## config.mk

```make
export PLATFORM = sky130hd
export DESIGN_NAME = reset_test_timer_pin_mux
export DESIGN_NICKNAME = d
export VERILOG_FILES = /design/src/logic/pin_mux_pkg.sv /design/src/logic/mux_links_if.sv /design/src/logic/reset_test_timer_pin_mux.sv /design/src/logic/reset_release.sv /design/src/logic/clock_output_pin_select.sv
export SDC_FILE = /design/constraint.sdc
export NUM_CORES = 1
export LEC_CHECK = 0
export BUFFER_PORTS_ARGS = -buffer_cell sky130_fd_sc_hd__buf_2
export CAP_MARGIN = 10
export CORE_MARGIN = 8
export CORE_UTILIZATION = 46
export CTS_CLUSTER_DIAMETER = 200
export DETAILED_ROUTE_END_ITERATION = 8
export PLACE_DENSITY = 0.81
export SETUP_SLACK_MARGIN = 0.5
export SYNTH_ARGS = -nofsm -noshare
export SYNTH_HDL_FRONTEND = slang
export SYNTH_SLANG_ARGS = --single-unit
```

## constraint.sdc

```tcl
create_clock -name ref_clk -period 1.4 [get_ports ref_clk]
set_input_delay 0.07 -clock ref_clk [delete_from_list [all_inputs] [get_ports ref_clk]]
set_output_delay 0.07 -clock ref_clk [all_outputs]
set_load 0.03 [all_outputs]
```

## src/logic/pin_mux_pkg.sv

```systemverilog
// Constants and types of the reset, timer and test pin multiplexer
// Contract
// - Low reset pin holds chip in reset
// - Internal reset releases after fixed clock count
// - Reset pin as port disables external reset
// - Reset pin port: input or open drain only
// - Reset pin defaults to reset function
// - During reset all pins input with pull-up
// - Clock output: off, main, bus or oscillator
// - Timer zero pin defaults to port B bit4
// - Timer one pin defaults to port B bit5
// - Selected fault input disables chosen PWM outputs
// - Test pins default to boundary-scan functions
// - Mode select sampled on rising test clock
// - Test data in sampled, shifted on rising edge
// - Each port pin direction set independently
// - Test data out only in shift states, falling
`default_nettype none

package pin_mux_pkg;

   // ----------------------------------------------------------------
   // Register map, byte addresses on the Avalon-MM slave
   // ----------------------------------------------------------------
   localparam int ADDR_W = 5;
   localparam int DATA_W = 32;
   localparam logic [ADDR_W-1:0] OFS_FUNC = 5'h00;
   localparam logic [ADDR_W-1:0] OFS_CLKSEL = 5'h04;
   localparam logic [ADDR_W-1:0] OFS_DIR = 5'h08;
   localparam logic [ADDR_W-1:0] OFS_DOUT = 5'h0C;
   localparam logic [ADDR_W-1:0] OFS_DIN = 5'h10;
   localparam logic [ADDR_W-1:0] OFS_STAT = 5'h14;
   localparam logic [ADDR_W-1:0] OFS_SWRST = 5'h18;

   // ----------------------------------------------------------------
   // Pin indices of the group
   // ----------------------------------------------------------------
   localparam int NPINS = 7;
   localparam int PIN_A7 = 0;
   localparam int PIN_B4 = 1;
   localparam int PIN_B5 = 2;
   localparam int PIN_D0 = 3;
   localparam int PIN_D1 = 4;
   localparam int PIN_D2 = 5;
   localparam int PIN_D3 = 6;

   // ----------------------------------------------------------------
   // Function select fields
   // ----------------------------------------------------------------
   localparam int FUNC_W = 9;
   localparam int FN_RST_GPIO = 0;
   localparam int FN_B4_LSB = 1;
   localparam int FN_B5_LSB = 3;
   localparam int FN_D0 = 5;
   localparam int FN_D1 = 6;
   localparam int FN_D2 = 7;
   localparam int FN_D3 = 8;
   localparam logic [FUNC_W-1:0] FUNC_RST = 9'h000;
   localparam logic [1:0] B4_GPIO = 2'h0;
   localparam logic [1:0] B4_TIMER = 2'h1;
   localparam logic [1:0] B4_CLOCK_OUTPUT_PIN = 2'h2;
   localparam logic [1:0] B5_GPIO = 2'h0;
   localparam logic [1:0] B5_TIMER = 2'h1;
   localparam logic [1:0] B5_FAULT = 2'h2;

   // ----------------------------------------------------------------
   // Clock output select
   // ----------------------------------------------------------------
   localparam int CLKSEL_W = 2;
   localparam logic [CLKSEL_W-1:0] CLOCK_OUTPUT_PIN_OFF = 2'h0;
   localparam logic [CLKSEL_W-1:0] CLOCK_OUTPUT_PIN_MAIN = 2'h1;
   localparam logic [CLKSEL_W-1:0] CLOCK_OUTPUT_PIN_BUS = 2'h2;
   localparam logic [CLKSEL_W-1:0] CLOCK_OUTPUT_PIN_OSC = 2'h3;
   localparam logic [CLKSEL_W-1:0] CLKSEL_RST = 2'h0;

   // ----------------------------------------------------------------
   // Status bits, reset release, test port
   // ----------------------------------------------------------------
   localparam int ST_FAULT = 0;
   localparam int ST_TAP_SHIFT = 1;
   localparam int ST_TAP_TLR = 2;
   localparam int ST_EXT_RST = 3;
   localparam int RST_CNT_W = 6;
   localparam logic [RST_CNT_W-1:0] RST_HOLD_CYCLES = 6'h20;
   localparam logic FAULT_LVL = 1'b1;
   localparam int IR_W = 4;
   localparam logic [IR_W-1:0] IR_CAPTURE = 4'h1;
   localparam logic [IR_W-1:0] IR_BYPASS = 4'hF;

   typedef enum logic [3:0] {
      TLR, RTI, SEL_DR, CAP_DR, SH_DR, EX1_DR, PAU_DR, EX2_DR,
      UPD_DR, SEL_IR, CAP_IR, SH_IR, EX1_IR, PAU_IR, EX2_IR, UPD_IR
   } tap_st_t;

endpackage : pin_mux_pkg

`default_nettype wire

```

## src/logic/mux_links_if.sv

```systemverilog
// Interfaces between the pin multiplexer and its helper blocks
`timescale 1ns/1ps
`default_nettype none

interface reset_ctl_if;
   logic ext_reset_n;
   logic ext_en;
   logic wdog;
   logic sw_req;
   logic hold;
   modport mux (output ext_reset_n, ext_en, wdog, sw_req, input hold);
   modport rel (input ext_reset_n, ext_en, wdog, sw_req, output hold);
endinterface : reset_ctl_if

interface clock_output_pin_if;
   logic [pin_mux_pkg::CLKSEL_W-1:0] sel;
   logic main_lvl;
   logic bus_lvl;
   logic osc_lvl;
   logic out;
   modport mux (output sel, main_lvl, bus_lvl, osc_lvl, input out);
   modport src (input sel, main_lvl, bus_lvl, osc_lvl, output out);
endinterface : clock_output_pin_if

`default_nettype wire

```

## src/logic/reset_test_timer_pin_mux.sv

```systemverilog
// Pin multiplexer for reset, timer, clock out and test port pins
`timescale 1ns/1ps
`default_nettype none

module reset_test_timer_pin_mux (
   // Clock and power-on reset
   input wire logic ref_clk,
   input wire logic rst,
   // Avalon-MM register slave
   input wire logic [pin_mux_pkg::ADDR_W-1:0] avs_address,
   input wire logic avs_read,
   input wire logic avs_write,
   input wire logic [pin_mux_pkg::DATA_W-1:0] avs_writedata,
   output var logic [pin_mux_pkg::DATA_W-1:0] avs_readdata,
   output var logic avs_waitrequest,
   // Pad side of the pin group
   input wire logic [pin_mux_pkg::NPINS-1:0] pin_in,
   output var logic [pin_mux_pkg::NPINS-1:0] pin_out,
   output var logic [pin_mux_pkg::NPINS-1:0] pin_oe_n,
   output var logic [pin_mux_pkg::NPINS-1:0] pin_pull_en,
   // Other reset sources and internal reset
   input wire logic watchdog_reset,
   output wire logic chip_reset,
   // Clock sources for the clock output pin
   input wire logic main_system_clock,
   input wire logic peripheral_bus_clock,
   input wire logic osc_clock,
   // Timer channels
   input wire logic timer0_out,
   input wire logic timer0_oe,
   input wire logic timer1_out,
   input wire logic timer1_oe,
   output var logic timer0_in,
   output var logic timer1_in,
   // PWM fault towards the PWM block
   output var logic pwm_fault_input_three
);
   import pin_mux_pkg::*;

   // ----------------------------------------------------------------
   // Declarations
   // ----------------------------------------------------------------
   logic [FUNC_W-1:0] func_r, func_nxt;
   logic [CLKSEL_W-1:0] clksel_r, clksel_nxt;
   logic [NPINS-1:0] dir_r, dir_nxt;
   logic [NPINS-1:0] dout_r, dout_nxt;
   logic sw_r, sw_nxt;
   logic wait_nxt;
   logic [DATA_W-1:0] rdata_nxt;
   logic wr_go, rd_go;
   logic hold;
   logic [1:0] b4_fn, b5_fn;
   logic [NPINS-1:0] gsel, gp_out, gp_oe_n;
   logic [NPINS-1:0] out_nxt, oe_n_nxt, pull_nxt;
   logic t0_nxt, t1_nxt, f3_nxt;
   logic tck_in, tms_in, tdi_in, rise, fall;
   logic tck_q_r;
   tap_st_t st_r, st_nxt;
   logic [IR_W-1:0] ir_r, ir_nxt, ir_sh_r, ir_sh_nxt;
   logic byp_r, byp_nxt;
   logic tdo_r, tdo_nxt, tdo_en_r, tdo_en_nxt;

   reset_ctl_if rc ();
   clock_output_pin_if ck ();

   // ----------------------------------------------------------------
   // Helper blocks
   // ----------------------------------------------------------------
   reset_release u_rel (
      .ref_clk(ref_clk),
      .rst(rst),
      .rc(rc)
   );

   clock_output_pin_select u_clock_output_pin (
      .ref_clk(ref_clk),
      .rst(rst),
      .ck(ck)
   );

   // External reset path is ignored once the pin is a port bit
   assign rc.ext_reset_n = pin_in[PIN_A7];
   assign rc.ext_en = ~func_r[FN_RST_GPIO];
   assign rc.wdog = watchdog_reset;
   assign rc.sw_req = sw_r;
   assign hold = rc.hold;
   assign chip_reset = rc.hold;

   assign ck.sel = clksel_r;
   assign ck.main_lvl = main_system_clock;
   assign ck.bus_lvl = peripheral_bus_clock;
   assign ck.osc_lvl = osc_clock;

   // ----------------------------------------------------------------
   // Register slave
   // ----------------------------------------------------------------
   // One wait cycle per access: answer registered, then
   // waitrequest low for one cycle.
   always_comb begin
      rd_go = avs_read & avs_waitrequest;
      wr_go = avs_write & ~avs_waitrequest;
      wait_nxt = ~((avs_read | avs_write) & avs_waitrequest);
      rdata_nxt = avs_readdata;
      if (rd_go) begin
         rdata_nxt = '0;
         case (avs_address)
            OFS_FUNC: rdata_nxt[FUNC_W-1:0] = func_r;
            OFS_CLKSEL: rdata_nxt[CLKSEL_W-1:0] = clksel_r;
            OFS_DIR: rdata_nxt[NPINS-1:0] = dir_r;
            OFS_DOUT: rdata_nxt[NPINS-1:0] = dout_r;
            OFS_DIN: rdata_nxt[NPINS-1:0] = pin_in;
            OFS_STAT: begin
               rdata_nxt[ST_FAULT] = pwm_fault_input_three;
               rdata_nxt[ST_TAP_SHIFT] = tdo_en_r;
               rdata_nxt[ST_TAP_TLR] = (st_r == TLR);
               rdata_nxt[ST_EXT_RST] = rc.ext_en;
            end
            default: rdata_nxt = '0;
         endcase
      end
   end

   always_comb begin
      func_nxt = func_r;
      clksel_nxt = clksel_r;
      dir_nxt = dir_r;
      dout_nxt = dout_r;
      sw_nxt = 1'b0;
      if (wr_go) begin
         case (avs_address)
            OFS_FUNC: func_nxt = avs_writedata[FUNC_W-1:0];
            OFS_CLKSEL: clksel_nxt = avs_writedata[CLKSEL_W-1:0];
            OFS_DIR: dir_nxt = avs_writedata[NPINS-1:0];
            OFS_DOUT: dout_nxt = avs_writedata[NPINS-1:0];
            OFS_SWRST: sw_nxt = avs_writedata[0];
            default: sw_nxt = 1'b0;
         endcase
      end
   end

   always_ff @(posedge ref_clk) begin
      if (rst) begin
         avs_waitrequest <= 1'b1;
         avs_readdata <= '0;
      end else begin
         avs_waitrequest <= wait_nxt;
         avs_readdata <= rdata_nxt;
      end
   end

   // Any chip reset restores the defaults, not only power-on
   always_ff @(posedge ref_clk) begin
      if (rst | hold) begin
         func_r <= FUNC_RST;
         clksel_r <= CLKSEL_RST;
         dir_r <= '0;
         dout_r <= '0;
         sw_r <= 1'b0;
      end else begin
         func_r <= func_nxt;
         clksel_r <= clksel_nxt;
         dir_r <= dir_nxt;
         dout_r <= dout_nxt;
         sw_r <= sw_nxt;
      end
   end

   // ----------------------------------------------------------------
   // Function decode
   // ----------------------------------------------------------------
   always_comb begin
      b4_fn = func_r[FN_B4_LSB +: 2];
      b5_fn = func_r[FN_B5_LSB +: 2];
      gsel[PIN_A7] = func_r[FN_RST_GPIO];
      gsel[PIN_B4] = (b4_fn == B4_GPIO);
      gsel[PIN_B5] = (b5_fn == B5_GPIO);
      gsel[PIN_D0] = func_r[FN_D0];
      gsel[PIN_D1] = func_r[FN_D1];
      gsel[PIN_D2] = func_r[FN_D2];
      gsel[PIN_D3] = func_r[FN_D3];
   end

   // ----------------------------------------------------------------
   // Port bits
   // ----------------------------------------------------------------
   genvar gi;
   generate
      for (gi = 0; gi < NPINS; gi++) begin : g_gpio
         assign gp_out[gi] = gsel[gi] & dout_r[gi];
         assign gp_oe_n[gi] = ~(gsel[gi] & dir_r[gi]);
      end
   endgenerate

   // ----------------------------------------------------------------
   // Pad drive
   // ----------------------------------------------------------------
   // Pull-ups follow the enables so a released pad never floats.
   always_comb begin
      out_nxt = gp_out;
      oe_n_nxt = gp_oe_n;
      // Open drain: only a low is ever driven
      out_nxt[PIN_A7] = 1'b0;
      oe_n_nxt[PIN_A7] = ~(gsel[PIN_A7] & dir_r[PIN_A7]
                          & ~dout_r[PIN_A7]);
      case (b4_fn)
         B4_TIMER: begin
            out_nxt[PIN_B4] = timer0_out;
            oe_n_nxt[PIN_B4] = ~timer0_oe;
         end
         B4_CLOCK_OUTPUT_PIN: begin
            out_nxt[PIN_B4] = ck.out;
            oe_n_nxt[PIN_B4] = 1'b0;
         end
         default: ;
      endcase
      case (b5_fn)
         B5_TIMER: begin
            out_nxt[PIN_B5] = timer1_out;
            oe_n_nxt[PIN_B5] = ~timer1_oe;
         end
         default: ;
      endcase
      if (~gsel[PIN_D1]) begin
         out_nxt[PIN_D1] = tdo_r;
         oe_n_nxt[PIN_D1] = ~tdo_en_r;
      end
      pull_nxt = oe_n_nxt;
      if (hold) begin
         out_nxt = '0;
         oe_n_nxt = '1;
         pull_nxt = '1;
      end
   end

   // ----------------------------------------------------------------
   // Peripheral inputs
   // ----------------------------------------------------------------
   always_comb begin
      t0_nxt = ~hold & (b4_fn == B4_TIMER) & pin_in[PIN_B4];
      t1_nxt = ~hold & (b5_fn == B5_TIMER) & pin_in[PIN_B5];
      f3_nxt = ~hold & (b5_fn == B5_FAULT)
               & (pin_in[PIN_B5] == FAULT_LVL);
   end

   always_ff @(posedge ref_clk) begin
      if (rst) begin
         pin_out <= '0;
         pin_oe_n <= '1;
         pin_pull_en <= '1;
         timer0_in <= 1'b0;
         timer1_in <= 1'b0;
         pwm_fault_input_three <= 1'b0;
      end else begin
         pin_out <= out_nxt;
         pin_oe_n <= oe_n_nxt;
         pin_pull_en <= pull_nxt;
         timer0_in <= t0_nxt;
         timer1_in <= t1_nxt;
         pwm_fault_input_three <= f3_nxt;
      end
   end

   // ----------------------------------------------------------------
   // Test access port
   // ----------------------------------------------------------------
   // The test clock is sampled by ref_clk, so it must stay well below
   // half the system rate; port-mode pins park it with mode select high.
   always_comb begin
      tck_in = ~gsel[PIN_D2] & pin_in[PIN_D2];
      tms_in = gsel[PIN_D3] | pin_in[PIN_D3];
      tdi_in = gsel[PIN_D0] | pin_in[PIN_D0];
      rise = tck_in & ~tck_q_r;
      fall = ~tck_in & tck_q_r;
   end

   always_comb begin
      st_nxt = st_r;
      ir_nxt = ir_r;
      ir_sh_nxt = ir_sh_r;
      byp_nxt = byp_r;
      tdo_nxt = tdo_r;
      tdo_en_nxt = tdo_en_r;
      if (rise) begin
         case (st_r)
            TLR: st_nxt = tms_in ? TLR : RTI;
            RTI: st_nxt = tms_in ? SEL_DR : RTI;
            SEL_DR: st_nxt = tms_in ? SEL_IR : CAP_DR;
            CAP_DR: st_nxt = tms_in ? EX1_DR : SH_DR;
            SH_DR: st_nxt = tms_in ? EX1_DR : SH_DR;
            EX1_DR: st_nxt = tms_in ? UPD_DR : PAU_DR;
            PAU_DR: st_nxt = tms_in ? EX2_DR : PAU_DR;
            EX2_DR: st_nxt = tms_in ? UPD_DR : SH_DR;
            UPD_DR: st_nxt = tms_in ? SEL_DR : RTI;
            SEL_IR: st_nxt = tms_in ? TLR : CAP_IR;
            CAP_IR: st_nxt = tms_in ? EX1_IR : SH_IR;
            SH_IR: st_nxt = tms_in ? EX1_IR : SH_IR;
            EX1_IR: st_nxt = tms_in ? UPD_IR : PAU_IR;
            PAU_IR: st_nxt = tms_in ? EX2_IR : PAU_IR;
            EX2_IR: st_nxt = tms_in ? UPD_IR : SH_IR;
            UPD_IR: st_nxt = tms_in ? SEL_DR : RTI;
            default: st_nxt = TLR;
         endcase
         case (st_r)
            TLR: ir_nxt = IR_BYPASS;
            CAP_IR: ir_sh_nxt = IR_CAPTURE;
            SH_IR: ir_sh_nxt = {tdi_in, ir_sh_r[IR_W-1:1]};
            UPD_IR: ir_nxt = ir_sh_r;
            CAP_DR: byp_nxt = 1'b0;
            SH_DR: byp_nxt = tdi_in;
            default: ;
         endcase
      end
      if (fall) begin
         tdo_en_nxt = (st_r == SH_IR) | (st_r == SH_DR);
         tdo_nxt = (st_r == SH_IR) ? ir_sh_r[0] : byp_r;
      end
   end

   always_ff @(posedge ref_clk) begin
      if (rst) begin
         tck_q_r <= 1'b0;
         st_r <= TLR;
         ir_r <= IR_BYPASS;
         ir_sh_r <= '0;
         byp_r <= 1'b0;
         tdo_r <= 1'b0;
         tdo_en_r <= 1'b0;
      end else begin
         tck_q_r <= tck_in;
         st_r <= st_nxt;
         ir_r <= ir_nxt;
         ir_sh_r <= ir_sh_nxt;
         byp_r <= byp_nxt;
         tdo_r <= tdo_nxt;
         tdo_en_r <= tdo_en_nxt;
      end
   end

endmodule : reset_test_timer_pin_mux

`default_nettype wire

```

## src/logic/reset_release.sv

```systemverilog
// Internal reset generator with counted synchronous release
`timescale 1ns/1ps
`default_nettype none

module reset_release (
   // Clock and power-on reset
   input wire logic ref_clk,
   input wire logic rst,
   // Reset sources and internal reset
   reset_ctl_if.rel rc
);
   import pin_mux_pkg::*;

   logic [RST_CNT_W-1:0] cnt_r, cnt_nxt;
   logic hold_r, hold_nxt;
   logic src;

   always_comb begin
      src = (rc.ext_en & ~rc.ext_reset_n) | rc.wdog | rc.sw_req;
      cnt_nxt = cnt_r;
      if (src)
         cnt_nxt = '0;
      else if (cnt_r != RST_HOLD_CYCLES)
         cnt_nxt = cnt_r + 1'b1;
      hold_nxt = src | (cnt_r != RST_HOLD_CYCLES);
   end

   always_ff @(posedge ref_clk) begin
      if (rst) begin
         cnt_r <= '0;
         hold_r <= 1'b1;
      end else begin
         cnt_r <= cnt_nxt;
         hold_r <= hold_nxt;
      end
   end

   assign rc.hold = hold_r;

endmodule : reset_release

`default_nettype wire

```

## src/logic/clock_output_pin_select.sv

```systemverilog
// Registered source selector for the clock output pin
`timescale 1ns/1ps
`default_nettype none

module clock_output_pin_select (
   // Clock and reset
   input wire logic ref_clk,
   input wire logic rst,
   // Selection and sources
   clock_output_pin_if.src ck
);
   import pin_mux_pkg::*;

   logic out_r, out_nxt;

   always_comb begin
      case (ck.sel)
         CLOCK_OUTPUT_PIN_MAIN: out_nxt = ck.main_lvl;
         CLOCK_OUTPUT_PIN_BUS: out_nxt = ck.bus_lvl;
         CLOCK_OUTPUT_PIN_OSC: out_nxt = ck.osc_lvl;
         default: out_nxt = 1'b0;
      endcase
   end

   always_ff @(posedge ref_clk) begin
      if (rst)
         out_r <= 1'b0;
      else
         out_r <= out_nxt;
   end

   assign ck.out = out_r;

endmodule : clock_output_pin_select

`default_nettype wire

```

=== Word level (Yosys, flattened, before mapping) ===
Cells that the tools add are included.

* Memory bits (writable): 0
* Flip-flop bits (word level): 73
* Latch bits: 0
* Bits in read-only memories: 0
* Memories kept: 0
* Output and inout bits: 58
* Word-level logic and storage cells: 153

* Bitwise logic cells: 56
* Equal/unequal tests: 29
* Div/mod/pow operators: 0
* Mux-type cells: 27
* Reductions and logical operators: 18
* $add $sub $neg: 1
* Order comparisons: 0
* Shift-type cells: 0
* Multipliers: 0

{| class="wikitable"
|+ Operators by type and width
! kind !! number
|-
| $pmux 4 s12 || 1
|-
| $eq 4x4->1 const B || 8
|-
| $and 1x1->1 || 27
|-
| $not 1->1 || 21
|-
| $eq 4x3->1 const B || 4
|-
| $mux 4 || 4
|-
| $eq 5x5->1 const B || 3
|-
| $pmux 2 s6 || 1
|-
| $pmux 3 s4 || 1
|-
| $reduce_and 2->1 || 6
|-
| $eq 5x4->1 const B || 2
|-
| $pmux 2 s5 || 1
|-
| $eq 2x2->1 const B || 4
|-
| $eq 4x2->1 const B || 2
|-
| $mux 1 || 8
|-
| $mux 2 || 4
|-
| $or 1x1->1 || 8
|-
| $pmux 4 s2 || 1
|-
| $reduce_or 2->1 || 4
|-
| $add 6x1->6 const B || 1
|-
| $eq 2x1->1 const B || 3
|-
| $mux 3 || 2
|-
| $ne 6x6->1 const B || 1
|-
| $pmux 1 s2 || 3
|-
| 8 further kinds || 11
|}

=== Longest topological paths before layout ===
* Word-level depth: 5
* Mapped depth: 6

=== Hierarchy ===
A second synthesis with hierarchy kept.

* Cell total of the unflattened synthesis: 401
* Area total of the unflattened synthesis: 3,519.6 um2

{| class="wikitable"
|+ Modules (own cells, without submodules)
! module !! cells each !! times used !! seq. area each (um2) !! area an instance (um2)
|-
| reset_test_timer_pin_mux || 360 || 1 || 1,281.2 || 3,136.8
|-
| reset_release || 37 || 1 || 140.1 || 335.3
|-
| clock_output_pin_select || 4 || 1 || 20.0 || 47.5
|}

=== Least setup slack after synthesis ===
No wires, ideal clock.

* Path type: register to register
* Start point: register avs_waitrequest
* End point: register dout_r[6]
* Cell stages (with the launch flop): 6
* Data required time: 1.272 ns
* Setup time: 0.128 ns
* Data arrival time: 1.342 ns
* Slack: -0.070 ns
* Period minus slack after synthesis: 1.470 ns
* Cell sequence: dfxtp_1 -> nor2b_1 -> and4_1 -> buf_2 -> mux2i_1 -> nor2_1

* Cells in the longest elaborated chain, start to end: 3

{| class="wikitable"
|+ RTL lines
! what !! line !! source
|-
| from (decl) || reset_test_timer_pin_mux.sv:15 || <nowiki>output var logic avs_waitrequest,</nowiki>
|-
| from (signal assigned) || reset_test_timer_pin_mux.sv:146 || <nowiki>avs_waitrequest <= wait_nxt;</nowiki>
|-
| $not 1->1 || reset_test_timer_pin_mux.sv:101 || <nowiki>wr_go = avs_write & ~avs_waitrequest;</nowiki>
|-
| $and 1x1->1 || reset_test_timer_pin_mux.sv:101 ||
|-
| $reduce_and 2->1 (no source line) || n/a ||
|-
| to (signal assigned) || reset_test_timer_pin_mux.sv:163 || <nowiki>dout_r <= dout_nxt;</nowiki>
|-
| to (decl) || reset_test_timer_pin_mux.sv:46 || <nowiki>logic [NPINS-1:0] dout_r, dout_nxt;</nowiki>
|}

Every way passes these cells.
A chain may end at the register's enable or synchronous reset.

=== Worst setup path after layout ===
* Start point: register tck_q_r
* End point: register ir_sh_r[0]

* Cells in the longest elaborated chain, start to end: 3

{| class="wikitable"
|+ RTL lines
! what !! line !! source
|-
| from (decl) || reset_test_timer_pin_mux.sv:57 || <nowiki>logic tck_q_r;</nowiki>
|-
| from (signal assigned) || reset_test_timer_pin_mux.sv:329 || <nowiki>tck_q_r <= tck_in;</nowiki>
|-
| $not 1->1 || reset_test_timer_pin_mux.sv:272 || <nowiki>rise = tck_in & ~tck_q_r;</nowiki>
|-
| $and 1x1->1 || reset_test_timer_pin_mux.sv:272 ||
|-
| $reduce_and 2->1 (no source line) || n/a ||
|-
| to (signal assigned) || reset_test_timer_pin_mux.sv:332 || <nowiki>ir_sh_r <= ir_sh_nxt;</nowiki>
|-
| to (decl) || reset_test_timer_pin_mux.sv:59 || <nowiki>logic [IR_W-1:0] ir_r, ir_nxt, ir_sh_r, ir_sh_nxt;</nowiki>
|}

Every way passes these cells.

==> metrics.txt <==
clk_skew 10.5 ps; sw frac 0.265; clock-pin slew on the worst setup and hold paths 80 ps; required time of the critical path 1640 ps; startpoint types register; DRC Markers 0; VDD IR max 893 µV; setup TNS -198 ps; final core occ 0.764; max-slew violations 0; initial antenna violation count 0; Skew-Pair Late Insertion Delay 360 ps; sequential share of the synthesized area 0.418; CTS Buf Count 9; clock sink total 72; Int Power 3.51 mW; non-filler cells, final 615; maximum clock frequency 0.657 GHz; Tot GR Track Use 0.236; PD cells 861 nW/µm²; hold slack 24.7 ps; Synth area leader dfxtp_1; Clk pwr share 0.432; final instance area 5540 µm²; ANT nets after route 0; layout cells sized above 1 0.564; Final Power 4.77 mW; Area Overhead vs Synth 60.8%; Routed WL per cell 23.8 µm; placed cell areas 4040 µm²; largest net degree at the start of global routing 20; Final Hold Vio Count 0; CTS tree built; Worst Setup End Kind register; Max-Cap Viols 0; post-synth top area share 0.418; Die Area 10500 µm²; Placer Congestion 0.885; global route overflow 0; first-pass GRT wire length 18900 µm; via/cell ratio 6.13; Worst R2R Setup Slack -120 ps; ranking of synthesized cells by area dfxtp_1 42%, mux2i_1 9.3%, buf_4 6.8%; vias in the first global route 3598; failing checks negative setup slack; Flop pwr share 0.437; WL final 14600 µm; status finished, violations left; die height 103 µm; Placement Rows 31; sw power 1.27 mW; Longest Clk Path Bufs 2; async set-reset flop share out of synthesis 0; Relative slew margins 0.614; arrival time worst endpoint 1760 ps; die width 103 µm; Core Area 7250 µm²; Avg Cell Area, Syn 9.05 µm²; H-tree depth 3; Setup WS pre-CTS -67.6 ps; Netlist cell types 54; Starting Density 0.475; Nets 572; Hold Path Class in -> reg; # placed instances 542; root buf cell clkbuf_8; Worst Path Max Fanout 5; total number of vias 3773; worst slew pin tran 579 ps; 1st-iter DRT viols 365; fin worst setup slack -122 ps; Primary FF master, synth dfxtp_1; RSZ-0062 raised after global routing yes; Leakage 2.24 nW; crit path time final 1520 ps; Diodes inserted 0; Comb pwr share 0.131; register bit total from synthesis 72; Setup-failing EPs final 6; Yosys Warn Count 0; mapped cell area 3450 µm²; Post-Synthesis Cells 381; Crit Path Category reg -> reg; DPL Wire Length 7110 µm; input/output buffers 66; fin crit share 1.09; IO Pins 114; Post-synth EDFFs 0; drt pass-1 iters 5
==> path summary, 6_finish.rpt <==
| check | endpoint | cells past startpoint | startpoint |
|---|---|---|---|
| min | ck.sel[1]$_SDFFE_PP0P_ | 3 | avs_writedata[1] |
| max reg2reg | ir_sh_r[0]$_SDFFE_PP0P_ | 4 | tck_q_r$_SDFF_PP0_ |
| min reg2reg | pin_pull_en[3]$_SDFF_PP1_ | 1 | dir_r[3]$_SDFFE_PP0P_ |
| max | ir_sh_r[0]$_SDFFE_PP0P_ | 4 | tck_q_r$_SDFF_PP0_ |
==> registers in the layout (all words and copies together) (netlist names), 2 cells and up <==
signal and count:
avs_readdata 9, ck.sel 2, dir_r 7, dout_r 7, func_r 9, ir_sh_r 4, pin_out 6, pin_pull_en 7
st_r 4, u_rel.cnt_r 6
==> cells in the mapped netlist (3+ instances only) <==
master    count
ha_1          5
buf_2        10
a21oi_1      15
clkbuf_1     12
nand4_1       3
nand3_1      10
xnor2_1       3
nor4_1        5
buf_4        31
or2_2         3
and3_1        5
nand2_1      21
o21ai_0      11
nor2b_1       5
nor2_1       49
or3_1         3
a31oi_1       5
nand4b_1      3
nor3_1       10
a22oi_1       7
a311oi_1      3
mux2i_1      32
o211ai_1      4
dfxtp_1      72
inv_1        10
mux2_2        9
==> area by class of cell <==
type / instances / area (µm²)
clock buffer: 12 / 176
clock inverter: 4 / 72.6
fill: 386 / 1710
inverter: 10 / 42.5
multi-input combinational: 269 / 2210
sequential: 72 / 1530
tap: 99 / 124
timing repair buffer: 149 / 1390
==> critical path: stages (launching register included) <==
cell      delay (ps)
dfxtp_2          330
or3b_4           440
nor3_4           230
nor2_1           100
a311oi_1         300
==> cell usage in the layout (no fill, tap or decap), types with 4 or more instances in the layout <==
| cell | count |
|---|---|
| a21oi_2 | 4 |
| mux2_2 | 6 |
| nand3_4 | 4 |
| ha_4 | 4 |
| o211ai_1 | 4 |
| inv_1 | 6 |
| nor2_1 | 43 |
| nand3_2 | 5 |
| nor2_2 | 4 |
| buf_2 | 32 |
| a31oi_1 | 5 |
| mux2i_2 | 4 |
| a21oi_1 | 11 |
| dfxtp_4 | 11 |
| dfxtp_2 | 35 |
| nor3_2 | 4 |
| nor3_4 | 4 |
| a22oi_1 | 4 |
| nand2_1 | 16 |
| and3_4 | 5 |
| clkbuf_8 | 11 |
| dfxtp_1 | 26 |
| o21ai_0 | 7 |
| mux2i_1 | 27 |
| o21ai_1 | 4 |
| buf_6 | 64 |
| buf_4 | 36 |
| dlygate4sd3_1 | 11 |
| conb_1 | 24 |
==> what timing repair did <==
| item | 4_1_cts | 5_1_grt |
|---|---|---|
| pin swaps | 26 | 27 |
| hold endpoints to repair | 15 | 0 |
| endpoints found under the setup margin | 103 | 105 |
| gates cloned | 3 | 0 |
| gates resized for setup | 161 | 57 |
| hold buffers | 11 | 0 |
| setup buffers | 26 | 17 |
==> cell families (layout without fill, tap and decap cells) <==
logic type                 count (synthesis)  in the layout  share of synthesized area
and+or+nand+nor                          133            134                      0.197
DFF                                       72             72                      0.418
buffers and inverters                     64            175                      0.109
AOI/OAI and AO/OA                         59             59                      0.114
muxes                                     42             42                      0.129
adders and majority gates                  5              5                     0.0181
xor gates and xnor gates                   5              5                     0.0127
other                                      1             24                    0.00109
==> routing by layer <==
layer	share of wire	track usage	vias up	wire length [µm]
met3	0.097	0.0608	115	1410
met4	0.078	0.124	0	1140
met2	0.48	0.426	345	7080
met5	0	0	-	0
met1	0.34	0.247	1762	4990
li1	-	-	1551	-
==> power groups by stage <==
| stage | logic [mW] | registers (mW) | clock network (mW) |
|---|---|---|---|
| final | 0.624 | 2.09 | 2.06 |
| after global routing | 0.647 | 2.09 | 2.13 |
| after CTS | 0.539 | 2.09 | 2.00 |
| after detailed placement | 0.431 | 2.14 | 0 |
| after global placement | 0.424 | 2.14 | 0 |
| after floorplan | 0.338 | 2.15 | 0 |
Power figures use the tool's default switching activity.
